$ cat src/hdl/ctd_defs.svh
// ----------------------------------------------------------------
// constants of the close transition detector
// ----------------------------------------------------------------
// assumes: included by its bare name from package and modules
`ifndef CTD_DEFS_SVH
`define CTD_DEFS_SVH

// core clock rate in Hz
`define CTD_CORE_CLK_HZ 100000000
// reference tick rate in Hz (128 kHz)
`define CTD_TICK_HZ 128000
// core cycles per tick period, rounded down
`define CTD_DIV_CYCLES (`CTD_CORE_CLK_HZ / `CTD_TICK_HZ)
// core cycle of the tick period where the low half starts
`define CTD_DIV_HALF (`CTD_DIV_CYCLES / 2)
// width of the divider count
`define CTD_DIV_W 10
// window counter width, ninth stage is the top bit
`define CTD_WIN_W 9
// ninth counter stage, 256 ticks or 2 ms
`define CTD_WIN_STAGE 8
// reset value of the window counter
`define CTD_WIN_RST 9'h000

`endif

$ cat src/hdl/ctd_pkg.sv
// ----------------------------------------------------------------
// types of the close transition detector
// ----------------------------------------------------------------
// assumes: ctd_defs.svh on the include path
`include "ctd_defs.svh"

package ctd_pkg;
  typedef logic [`CTD_DIV_W-1:0] ctd_div_t;
  typedef logic [`CTD_WIN_W-1:0] ctd_count_t;
endpackage

$ cat src/hdl/ctd_tick_gen.sv
// ----------------------------------------------------------------
// 128 kHz tick generator: rise and fall enables
// ----------------------------------------------------------------
// assumes: synchronous reset copy from the parent, one core clock
`timescale 1ns/1ps
`include "ctd_defs.svh"

module ctd_tick_gen
  import ctd_pkg::*;
(
  input wire logic core_clk_i, // core clock
  input wire logic rst_n_i, // reset copy, active low
  output logic rise_en_o, // one-cycle pulse, tick rising edge
  output logic fall_en_o // one-cycle pulse, tick falling edge
);
  import ctd_pkg::*;

  ctd_div_t div_cnt;

  // the tick runs 781 core cycles, 0.03 % fast; harmless for a 2 ms window
  always_ff @(posedge core_clk_i or negedge rst_n_i)
  begin
    if (!rst_n_i)
      div_cnt <= '0;
    else if (div_cnt == ctd_div_t'(`CTD_DIV_CYCLES - 1))
      div_cnt <= '0;
    else
      div_cnt <= div_cnt + ctd_div_t'(1);
  end

  always_ff @(posedge core_clk_i or negedge rst_n_i)
  begin
    if (!rst_n_i)
    begin
      rise_en_o <= 1'b0;
      fall_en_o <= 1'b0;
    end
    else
    begin
      rise_en_o <= (div_cnt == ctd_div_t'(`CTD_DIV_CYCLES - 1));
      fall_en_o <= (div_cnt == ctd_div_t'(`CTD_DIV_HALF - 1));
    end
  end

  a_tick_exclusive: assert property (@(posedge core_clk_i) disable iff (!rst_n_i)
    !(rise_en_o && fall_en_o))
    else $error("tick rise and fall enables coincide");
endmodule

$ cat src/hdl/ctd_close_transition_detector.sv
// ----------------------------------------------------------------
// close transition detector: data transition pulses and 2 ms window
// ----------------------------------------------------------------
// assumes: data_i is the sliced mark/space line, asynchronous;
// close_pulse_o feeds a ratio detector on the same core clock.
//
// Summary of operation
// - registered data copy xor live data flags any transition
// - mismatch is captured into the pulse flop at tick rise
// - in the following low tick half, pulse strobes copy to live data
// - next tick rise drops the pulse; one pulse per transition
// - trailing pulse edge sets window flop, releasing counter reset
// - ninth counter stage sampled half a tick later clears window
// - closed window holds the counter at zero
// - close pulse is transition pulse gated by open window
// - transition inside 2 ms window gives close pulse, else none
`timescale 1ns/1ps
`include "ctd_defs.svh"

module ctd_close_transition_detector
  import ctd_pkg::*;
(
  input wire logic core_clk_i, // 100 MHz core clock
  input wire logic rst_n_i, // asynchronous reset, active low
  input wire logic data_i, // mark/space comparator data line
  output logic transition_pulse_o, // one tick wide per transition
  output logic window_open_o, // 2 ms window running
  output logic close_pulse_o // transition inside open window
);
  import ctd_pkg::*;

  // ----------------------------------------------------------------
  // reset release
  // ----------------------------------------------------------------
  logic rst_meta;
  logic rst_n;

  always_ff @(posedge core_clk_i or negedge rst_n_i)
  begin
    if (!rst_n_i)
    begin
      rst_meta <= 1'b0;
      rst_n <= 1'b0;
    end
    else
    begin
      rst_meta <= 1'b1;
      rst_n <= rst_meta;
    end
  end

  // ----------------------------------------------------------------
  // tick enables
  // ----------------------------------------------------------------
  logic rise_en;
  logic fall_en;

  ctd_tick_gen u_tick (
    .core_clk_i(core_clk_i),
    .rst_n_i(rst_n),
    .rise_en_o(rise_en),
    .fall_en_o(fall_en)
  );

  // ----------------------------------------------------------------
  // data input synchroniser
  // ----------------------------------------------------------------
  logic sync_a;
  logic sync_b;
  logic sync_c;
  logic data_sync;

  always_ff @(posedge core_clk_i or negedge rst_n)
  begin
    if (!rst_n)
    begin
      sync_a <= 1'b0;
      sync_b <= 1'b0;
      sync_c <= 1'b0;
      data_sync <= 1'b0;
    end
    else
    begin
      sync_a <= data_i;
      sync_b <= sync_a;
      sync_c <= sync_b;
      if (sync_b == sync_c)
        data_sync <= sync_c;
    end
  end

  // ----------------------------------------------------------------
  // transition detector
  // ----------------------------------------------------------------
  logic data_copy_flop;
  logic transition_xor;
  logic transition_pulse_flop;
  logic copy_strobe_nor;

  assign transition_xor = data_sync ^ data_copy_flop;
  // copy is strobed only in the low tick half while the pulse stands
  assign copy_strobe_nor = fall_en && transition_pulse_flop;

  always_ff @(posedge core_clk_i or negedge rst_n)
  begin
    if (!rst_n)
      data_copy_flop <= 1'b0;
    else if (copy_strobe_nor)
      data_copy_flop <= data_sync;
  end

  always_ff @(posedge core_clk_i or negedge rst_n)
  begin
    if (!rst_n)
      transition_pulse_flop <= 1'b0;
    else if (rise_en)
      transition_pulse_flop <= transition_xor;
  end

  // ----------------------------------------------------------------
  // two millisecond window
  // ----------------------------------------------------------------
  logic window_flop;
  logic window_terminate_flop;
  ctd_count_t window_counter;
  logic counter_ninth_stage;
  logic pulse_trailing;

  assign counter_ninth_stage = window_counter[`CTD_WIN_STAGE];
  assign pulse_trailing = rise_en && transition_pulse_flop && !transition_xor;

  // set on trailing edge, cleared by terminate
  always_ff @(posedge core_clk_i or negedge rst_n)
  begin
    if (!rst_n)
      window_flop <= 1'b0;
    else if (window_terminate_flop)
      window_flop <= 1'b0;
    else if (pulse_trailing)
      window_flop <= 1'b1;
  end

  // counter held at zero while closed
  always_ff @(posedge core_clk_i or negedge rst_n)
  begin
    if (!rst_n)
      window_counter <= `CTD_WIN_RST;
    else if (!window_flop)
      window_counter <= `CTD_WIN_RST;
    else if (rise_en)
      window_counter <= window_counter + ctd_count_t'(1);
  end

  always_ff @(posedge core_clk_i or negedge rst_n)
  begin
    if (!rst_n)
      window_terminate_flop <= 1'b0;
    else if (fall_en)
      window_terminate_flop <= counter_ninth_stage;
  end

  // ----------------------------------------------------------------
  // outputs
  // ----------------------------------------------------------------
  logic close_transition_gate;

  assign close_transition_gate = transition_pulse_flop && window_flop;

  always_ff @(posedge core_clk_i or negedge rst_n)
  begin
    if (!rst_n)
    begin
      transition_pulse_o <= 1'b0;
      window_open_o <= 1'b0;
      close_pulse_o <= 1'b0;
    end
    else
    begin
      transition_pulse_o <= transition_pulse_flop;
      window_open_o <= window_flop;
      close_pulse_o <= close_transition_gate;
    end
  end

  // ----------------------------------------------------------------
  // assertions
  // ----------------------------------------------------------------
  a_sync_agree: assert property (@(posedge core_clk_i) disable iff (!rst_n)
    $changed(data_sync) |-> $past(sync_b) == $past(sync_c))
    else $error("data accepted before two stages agreed");

  a_xor_flags: assert property (@(posedge core_clk_i) disable iff (!rst_n)
    $changed(data_sync) && !$past(copy_strobe_nor) && !$past(transition_xor) |-> transition_xor)
    else $error("transition not flagged by mismatch");

  a_pulse_capture: assert property (@(posedge core_clk_i) disable iff (!rst_n)
    rise_en && transition_xor |=> transition_pulse_flop)
    else $error("mismatch not captured at tick rise");

  a_copy_strobe: assert property (@(posedge core_clk_i) disable iff (!rst_n)
    fall_en && transition_pulse_flop |=> data_copy_flop == $past(data_sync))
    else $error("copy not strobed in low tick half");

  a_pulse_drop: assert property (@(posedge core_clk_i) disable iff (!rst_n)
    rise_en && transition_pulse_flop && !transition_xor |=> !transition_pulse_flop)
    else $error("pulse not dropped after mismatch cleared");

  a_window_open: assert property (@(posedge core_clk_i) disable iff (!rst_n)
    $fell(transition_pulse_flop) && !$past(window_terminate_flop) |-> window_flop)
    else $error("window not opened on trailing pulse edge");

  a_window_end: assert property (@(posedge core_clk_i) disable iff (!rst_n)
    fall_en && counter_ninth_stage |=> window_terminate_flop ##1 !window_flop)
    else $error("ninth stage did not close the window");

  a_counter_zero: assert property (@(posedge core_clk_i) disable iff (!rst_n)
    !window_flop |=> window_counter == `CTD_WIN_RST)
    else $error("counter runs while window closed");

  a_close_gate: assert property (@(posedge core_clk_i) disable iff (!rst_n)
    close_pulse_o == ($past(transition_pulse_flop) && $past(window_flop)))
    else $error("close pulse not the gated transition pulse");

  a_close_idle: assert property (@(posedge core_clk_i) disable iff (!rst_n)
    !window_open_o |-> !close_pulse_o)
    else $error("close pulse without open window");

  c_transition: cover property (@(posedge core_clk_i) disable iff (!rst_n)
    $rose(transition_pulse_o));
  c_window_expire: cover property (@(posedge core_clk_i) disable iff (!rst_n)
    $fell(window_open_o));
  c_close_hit: cover property (@(posedge core_clk_i) disable iff (!rst_n)
    $rose(close_pulse_o));
endmodule

$ cat config.mk
export PLATFORM = sky130hd
export DESIGN_NAME = ctd_close_transition_detector
export DESIGN_NICKNAME = d
export VERILOG_FILES = /design/src/hdl/ctd_pkg.sv /design/src/hdl/ctd_tick_gen.sv /design/src/hdl/ctd_close_transition_detector.sv
export VERILOG_INCLUDE_DIRS = /design/src /design/src/hdl
export SDC_FILE = /design/constraint.sdc
export NUM_CORES = 1
export LEC_CHECK = 0
export BUFFER_PORTS_ARGS = -buffer_cell sky130_fd_sc_hd__buf_2
export CORE_MARGIN = 10
export CORE_UTILIZATION = 45
export CTS_CLUSTER_DIAMETER = 150
export DETAILED_ROUTE_END_ITERATION = 10
export GPL_ROUTABILITY_DRIVEN = 0
export HOLD_SLACK_MARGIN = 0.05
export SKIP_LAST_GASP = 1
export SLEW_MARGIN = 5
export SYNTH_ARGS = -nofsm -noshare
export SYNTH_HDL_FRONTEND = slang
export SYNTH_SLANG_ARGS = --single-unit
$ cat constraint.sdc
create_clock -name core_clk_i -period 1.1 [get_ports core_clk_i]
set_input_delay 0.22 -clock core_clk_i [delete_from_list [all_inputs] [get_ports core_clk_i]]
set_output_delay 0.22 -clock core_clk_i [all_outputs]
set_load 0.02 [all_outputs]
# Word-level counts from Yosys, hierarchy flattened

Index checks and enable logic that the tools add are counted.

$add $sub $neg: 2
Equality and inequality tests: 4
Muxes and demuxes: 5
Bitwise operators: 1
Reductions and logical operators: 6

Operators by type and width:

| kind                                                                     | number |
|---|---|
| 9-bit 2-to-1 mux                                                         | 2 |
| 10-bit by 1-bit adder with 10-bit output (second input constant)         | 1 |
| 10-bit == test (second input constant)                                   | 1 |
| 10-bit by 9-bit == test with 1-bit output (second input constant)        | 1 |
| 10-bit 2-to-1 mux                                                        | 1 |
| 9-bit by 1-bit adder with 9-bit output (second input constant)           | 1 |
| 1-bit logical AND                                                        | 4 |
| 1-bit 2-to-1 mux                                                         | 2 |
| 2-bit by 1-bit inequality test with 1-bit output (second input constant) | 1 |
| 2-bit nonzero test                                                       | 1 |
| 1-bit == test                                                            | 1 |
| 1-bit logical NOT                                                        | 1 |
| 1-bit XOR                                                                | 1 |

Flip-flop bits (word level): 34
Output and inout bits: 3

# Longest topological paths before layout

Depth in word-level cells: 5
Depth in mapped cells: 5

# Modules after synthesis

From an unflattened synthesis, not the netlist that was laid out.

Cells, all modules: 123
Area, all modules: 1455.1 µm²

Modules (own cells, without submodules):

| module                        | instances | cells each | area an instance (µm²) | sequential area each (µm²) |
|---|---|---|---|---|
| ctd_close_transition_detector | 1         | 72         | 897.1                  | 550.5 |
| ctd_tick_gen                  | 1         | 51         | 558.0                  | 300.3 |

# Least setup slack after synthesis

No wires, ideal clock.

Path kind: reg2reg
Start: register u_tick.div_cnt[4]
End: register u_tick.div_cnt[2]
Setup time: 0.130 ns
Arrival: 1.288 ns
Required time: 0.970 ns
Path slack: -0.318 ns
Cell stages (with the launch flop): 4
Path buffers: 0
Period minus slack after synthesis: 1.418 ns
Path through: dfrtp_1 or4b_4 nor3_4 nor2_1

Word-level cells in the longest chain between the ends: 2

RTL lines:

| what                     | line               | RTL |
|---|---|---|
| start: declaration       | ctd_tick_gen.sv:18 | `ctd_div_t div_cnt;` |
| start signal: assignment | ctd_tick_gen.sv:28 | `div_cnt <= div_cnt + ctd_div_t'(1);` |
| 10-bit == test           | ctd_tick_gen.sv:25 | `` else if (div_cnt == ctd_div_t'(`CTD_DIV_CYCLES - 1)) `` |
| 10-bit 2-to-1 mux        | ctd_tick_gen.sv:25 |  |

Every way passes these cells.
A chain may end at the register's enable or synchronous reset.

# Worst setup path after layout

Start: register u_tick.div_cnt[5]
End: register u_tick.div_cnt[8]

Word-level cells in the longest chain between the ends: 2
Elaborated cells on any way between the ends: 3
Those cells by class: add/sub (1); eq/ne (1); mux (1)

RTL lines:

| what                                                                              | line |
|---|---|
| 10-bit by 1-bit adder with 10-bit output / 10-bit == test (equally long branches) | ctd_tick_gen.sv:28, ctd_tick_gen.sv:25 |
| 10-bit 2-to-1 mux *                                                               | ctd_tick_gen.sv:25 |

Every way passes the cells marked *; elsewhere a longest branch is shown, timed or not.

==> results.txt <==
----------------------------------------------------
[Run status]
  Result of the run ... finished with violations
  Violated checks ... negative setup slack

[Power]
  Pwr per Cell Area ... about 1000 nW/µm²
  Total power ... 1.94 mW
  Total leakage power ... approximately 0.86 nW
  IR Drop Worst-Case VDD ... around 0.55 mV

[GRT]
  Congestion Overflow GR ... 0
  GR Util All Layers ... 0.101
  Vias in the first global route ... roughly 1,100
  Antenna violations before repair ... 0
  Maximum number of pins on one net before global-route repair ... 22
  Global-route wire length before repair ... just under 5000 µm

[Detailed routing]
  Mean routed wirelength per cell ... between 10 and 15 µm
  Top layer used by detailed routing ... met4
  Vias post-DR ... 1,066
  Number of remaining DRC errors ... 0
  First-pass iteration count of the detailed router ... 4
  Initial DRC Count ... 100
  Total length of routed met2 wires ... around 1500 µm
  Met3 wire length ... 78 µm
  Via-to-Cell Ratio ... around 5.0
  Final Routed Wirelength ... between 2000 and 3000 µm
  Met1 WL ... 1100 µm
  Antenna violation net count after detailed routing ... 0

[Finish]
  Area growth, synth to finish ... 36.0%
  Antenna diode count ... 0
  Number of filler instances in the final layout ... 243
  Util after Layout ... 0.636
  Fraction of layout instances using a drive strength above 1 ... 0.387
  NumNets Final ... 175

[Worst hold path]
  Worst min path class ... input pin to async pin

[Floorplanning]
  Core area ... between 3000 and 4000 µm²
  Die width ... 76.1 µm
  Die area ... 5790 µm²
  Row Count ... 20
  I/O pin count ... 6
  Initial standard-cell utilization of the core ... 0.468
  Chip height ... 76.1 µm

[Worst setup path]
  Max stage delay on crit path ... 0.56 ns
  Slack of the worst reg-to-reg path ... -0.31 ns
  Critical Path Source Type ... register
  Highest-delay cell along the critical path ... or4b_4
  Crit path cell chain ... or4b_4 -> nor3_4 -> buf_6 -> a21oi_2
  Largest delay contributor family on the critical path ... simple AND/OR/NAND/NOR gates
  Kind of critical path ... register to register
  Worst path required time ... between 1 and 1.5 ns
  Worst EP arrival ... approximately 1.6 ns
  Logic depth of the worst register-to-register path ... 4
  Cell count along the critical path ... 4
  Crit path max fanout ... 5
  Critical path buffers and inverters ... 1
  Endpoint kind of the worst setup timing path ... register

[Clocking]
  Clock tree from TritonCTS ... built
  Sinks on the clock net ... 34
  Clock slew at reported path FFs ... ~0.10 ns
  Number of buffers inserted during clock tree synthesis ... 5
  Clock buffer depth ... 2
  Clk_lat worst skew ... roughly 0.33 ns
  Maximum level of the CTS H-tree ... 2
  Clock root buffer master ... clkbuf_4

[Timing]
  Final worst-path cycle share ... 1.29
  Shortest clock period the worst path allows after layout ... 1.41 ns
  Post-route setup TNS ... -3.52 ns
  Setup slack after layout ... -0.314 ns
  Maximum clock frequency ... approximately 0.71 GHz
  Slew Viols, Final ... 0
  Hold violation count in the final report ... 0
  Setup-failing EPs final ... 15
  Final hold slack ... around 0.19 ns
  Worst clock skew ... around 0.0040 ns
  RSZ-0062 raised after global routing ... yes

[Placement]
  Detail Placement HPWL ... around 2000 µm
  Number of port buffers ... 5

[Synthesis]
  Average instance area after synthesis ... about 12 µm²
  Netlist cell types ... 28
  Cell area after synthesis ... about 1400 µm²
  #FFs+latches synth ... 34
  Biggest area contributors in the synthesized netlist ... dfrtp_1 60%, xor2_1 3.7%, ha_1 3.5%
  Area share of the leading cell type in the synthesized netlist ... 0.601
  Synth area leader ... dfrtp_1
  Share of the yosys chip area belonging to registers ... 0.601
  Mapped Cells ... around 120
  Yosys synthesis warning count ... 0
  Post-synth net total ... between 100 and 150

[Job]
  Number of max-cap violations ... 0

----------------------------------------------------
-- routing by layer --
layer  track usage  vias to the layer above
met5             0                        -
met4        0.0502                        0
met3        0.0342                        4
met2         0.171                        9
met1         0.109                      536
li1              -                      517
-- flip-flops by register name (all words and copies together) (netlist names) --
name,cells
u_tick.div_cnt,10
window_counter,9
close_pulse_o,1
data_copy_flop,1
data_sync,1
rst_meta,1
rst_n,1
sync_a,1
sync_b,1
sync_c,1
transition_pulse_flop,1
transition_pulse_o,1
u_tick.fall_en_o,1
u_tick.rise_en_o,1
window_flop,1
window_open_o,1
window_terminate_flop,1
-- path summary, 6_finish.rpt --
path / from / endpoint
max: u_tick.div_cnt[5] / u_tick.div_cnt[8]
max reg2reg: u_tick.div_cnt[5] / u_tick.div_cnt[8]
min reg2reg: rst_n / window_counter[2]
min in group core_clk_i: rst_meta / rst_n
min: rst_n_i / rst_n
max in group asynchronous: rst_n / u_tick.div_cnt[5]
-- layout make-up --
cell class	count	area (µm²)	area share
well taps	44	55.1	0.0286
repair buffers	41	342	0.177
clock inverters	2	10.0	0.00520
inverters	6	22.5	0.0117
flip-flops and latches	34	851	0.442
clock buffers	5	37.5	0.0195
multi-input cells	80	608	0.316
-- cell families after synthesis --
family | Yosys count | share of synthesized area
other | 1 | 0.00265
DFF | 34 | 0.601
adders and majority gates | 5 | 0.0424
AOI/OAI and AO/OA | 12 | 0.0495
xor gates and xnor gates | 11 | 0.0680
muxes | 4 | 0.0300
buffers and inverters | 8 | 0.0230
and+or+nand+nor | 47 | 0.184
-- cell usage after synthesis --
| library cell | n |
|---|---|
| dfrtp_1 | 34 |
| nor2_1 | 13 |
| a21oi_1 | 7 |
| nand3_1 | 7 |
| nand4_1 | 7 |
| nand2_1 | 6 |
| xor2_1 | 6 |
| inv_1 | 5 |
| xnor2_1 | 5 |
| ha_1 | 4 |
| o31ai_1 | 4 |
| or4_1 | 4 |
| buf_2 | 2 |
| mux2_2 | 2 |
| mux2i_1 | 2 |
| nor2b_1 | 2 |
| and2_1 | 1 |
| clkinv_1 | 1 |
| conb_1 | 1 |
| maj3_1 | 1 |
| nand2b_1 | 1 |
| nor3_1 | 1 |
| nor3_4 | 1 |
| nor3b_1 | 1 |
| nor4_1 | 1 |
| o21ai_0 | 1 |
| or3_1 | 1 |
| or4b_4 | 1 |
-- stage by stage --
| stage | worst slack, ns | instances | cell area (µm²) |
|---|---|---|---|
| 4_1_cts | -0.347 | 211 | 1850 |
| 5_1_grt | -0.383 | 212 | 1930 |
| 2_1_floorplan | -0.267 | 122 | 1440 |
| 3_3_place_gp | -0.295 | 199 | 1730 |
| 3_5_place_dp | -0.335 | 199 | 1730 |
| 6_report | -0.314 | 212 | 1930 |
-- cells in the final DEF, fill, tap and decap left out, drive strengths merged, types with 3 or more instances in the layout --
master	netlist	layout
buf	2	39
dfrtp	34	34
nor2	13	13
nand4	7	7
nand3	7	7
a21oi	7	7
xor2	6	6
nand2	6	6
inv	5	5
xnor2	5	5
clkbuf	0	5
or4	4	4
o31ai	4	4
ha	4	4
clkinv	1	3
-- power by group --
part | total (mW) | switching, mW | internal, mW | leakage (nW)
Clock | 0.629 | 0.399 | 0.230 | 0.0308
Combinational | 0.0428 | 0.0263 | 0.0165 | 0.376
Sequential | 1.27 | 0.00706 | 1.26 | 0.452
-- what timing repair did --
action | in CTS | in global routing
setup buffers | 3 | 1
gates resized for setup | 8 | 19
pin swaps | 8 | 6
hold endpoints to repair | 3 | 0
setup endpoints to repair | 16 | 22
cloned | 0 | 0
hold buffers | 2 | 0
(Power assumes the default switching activity.)
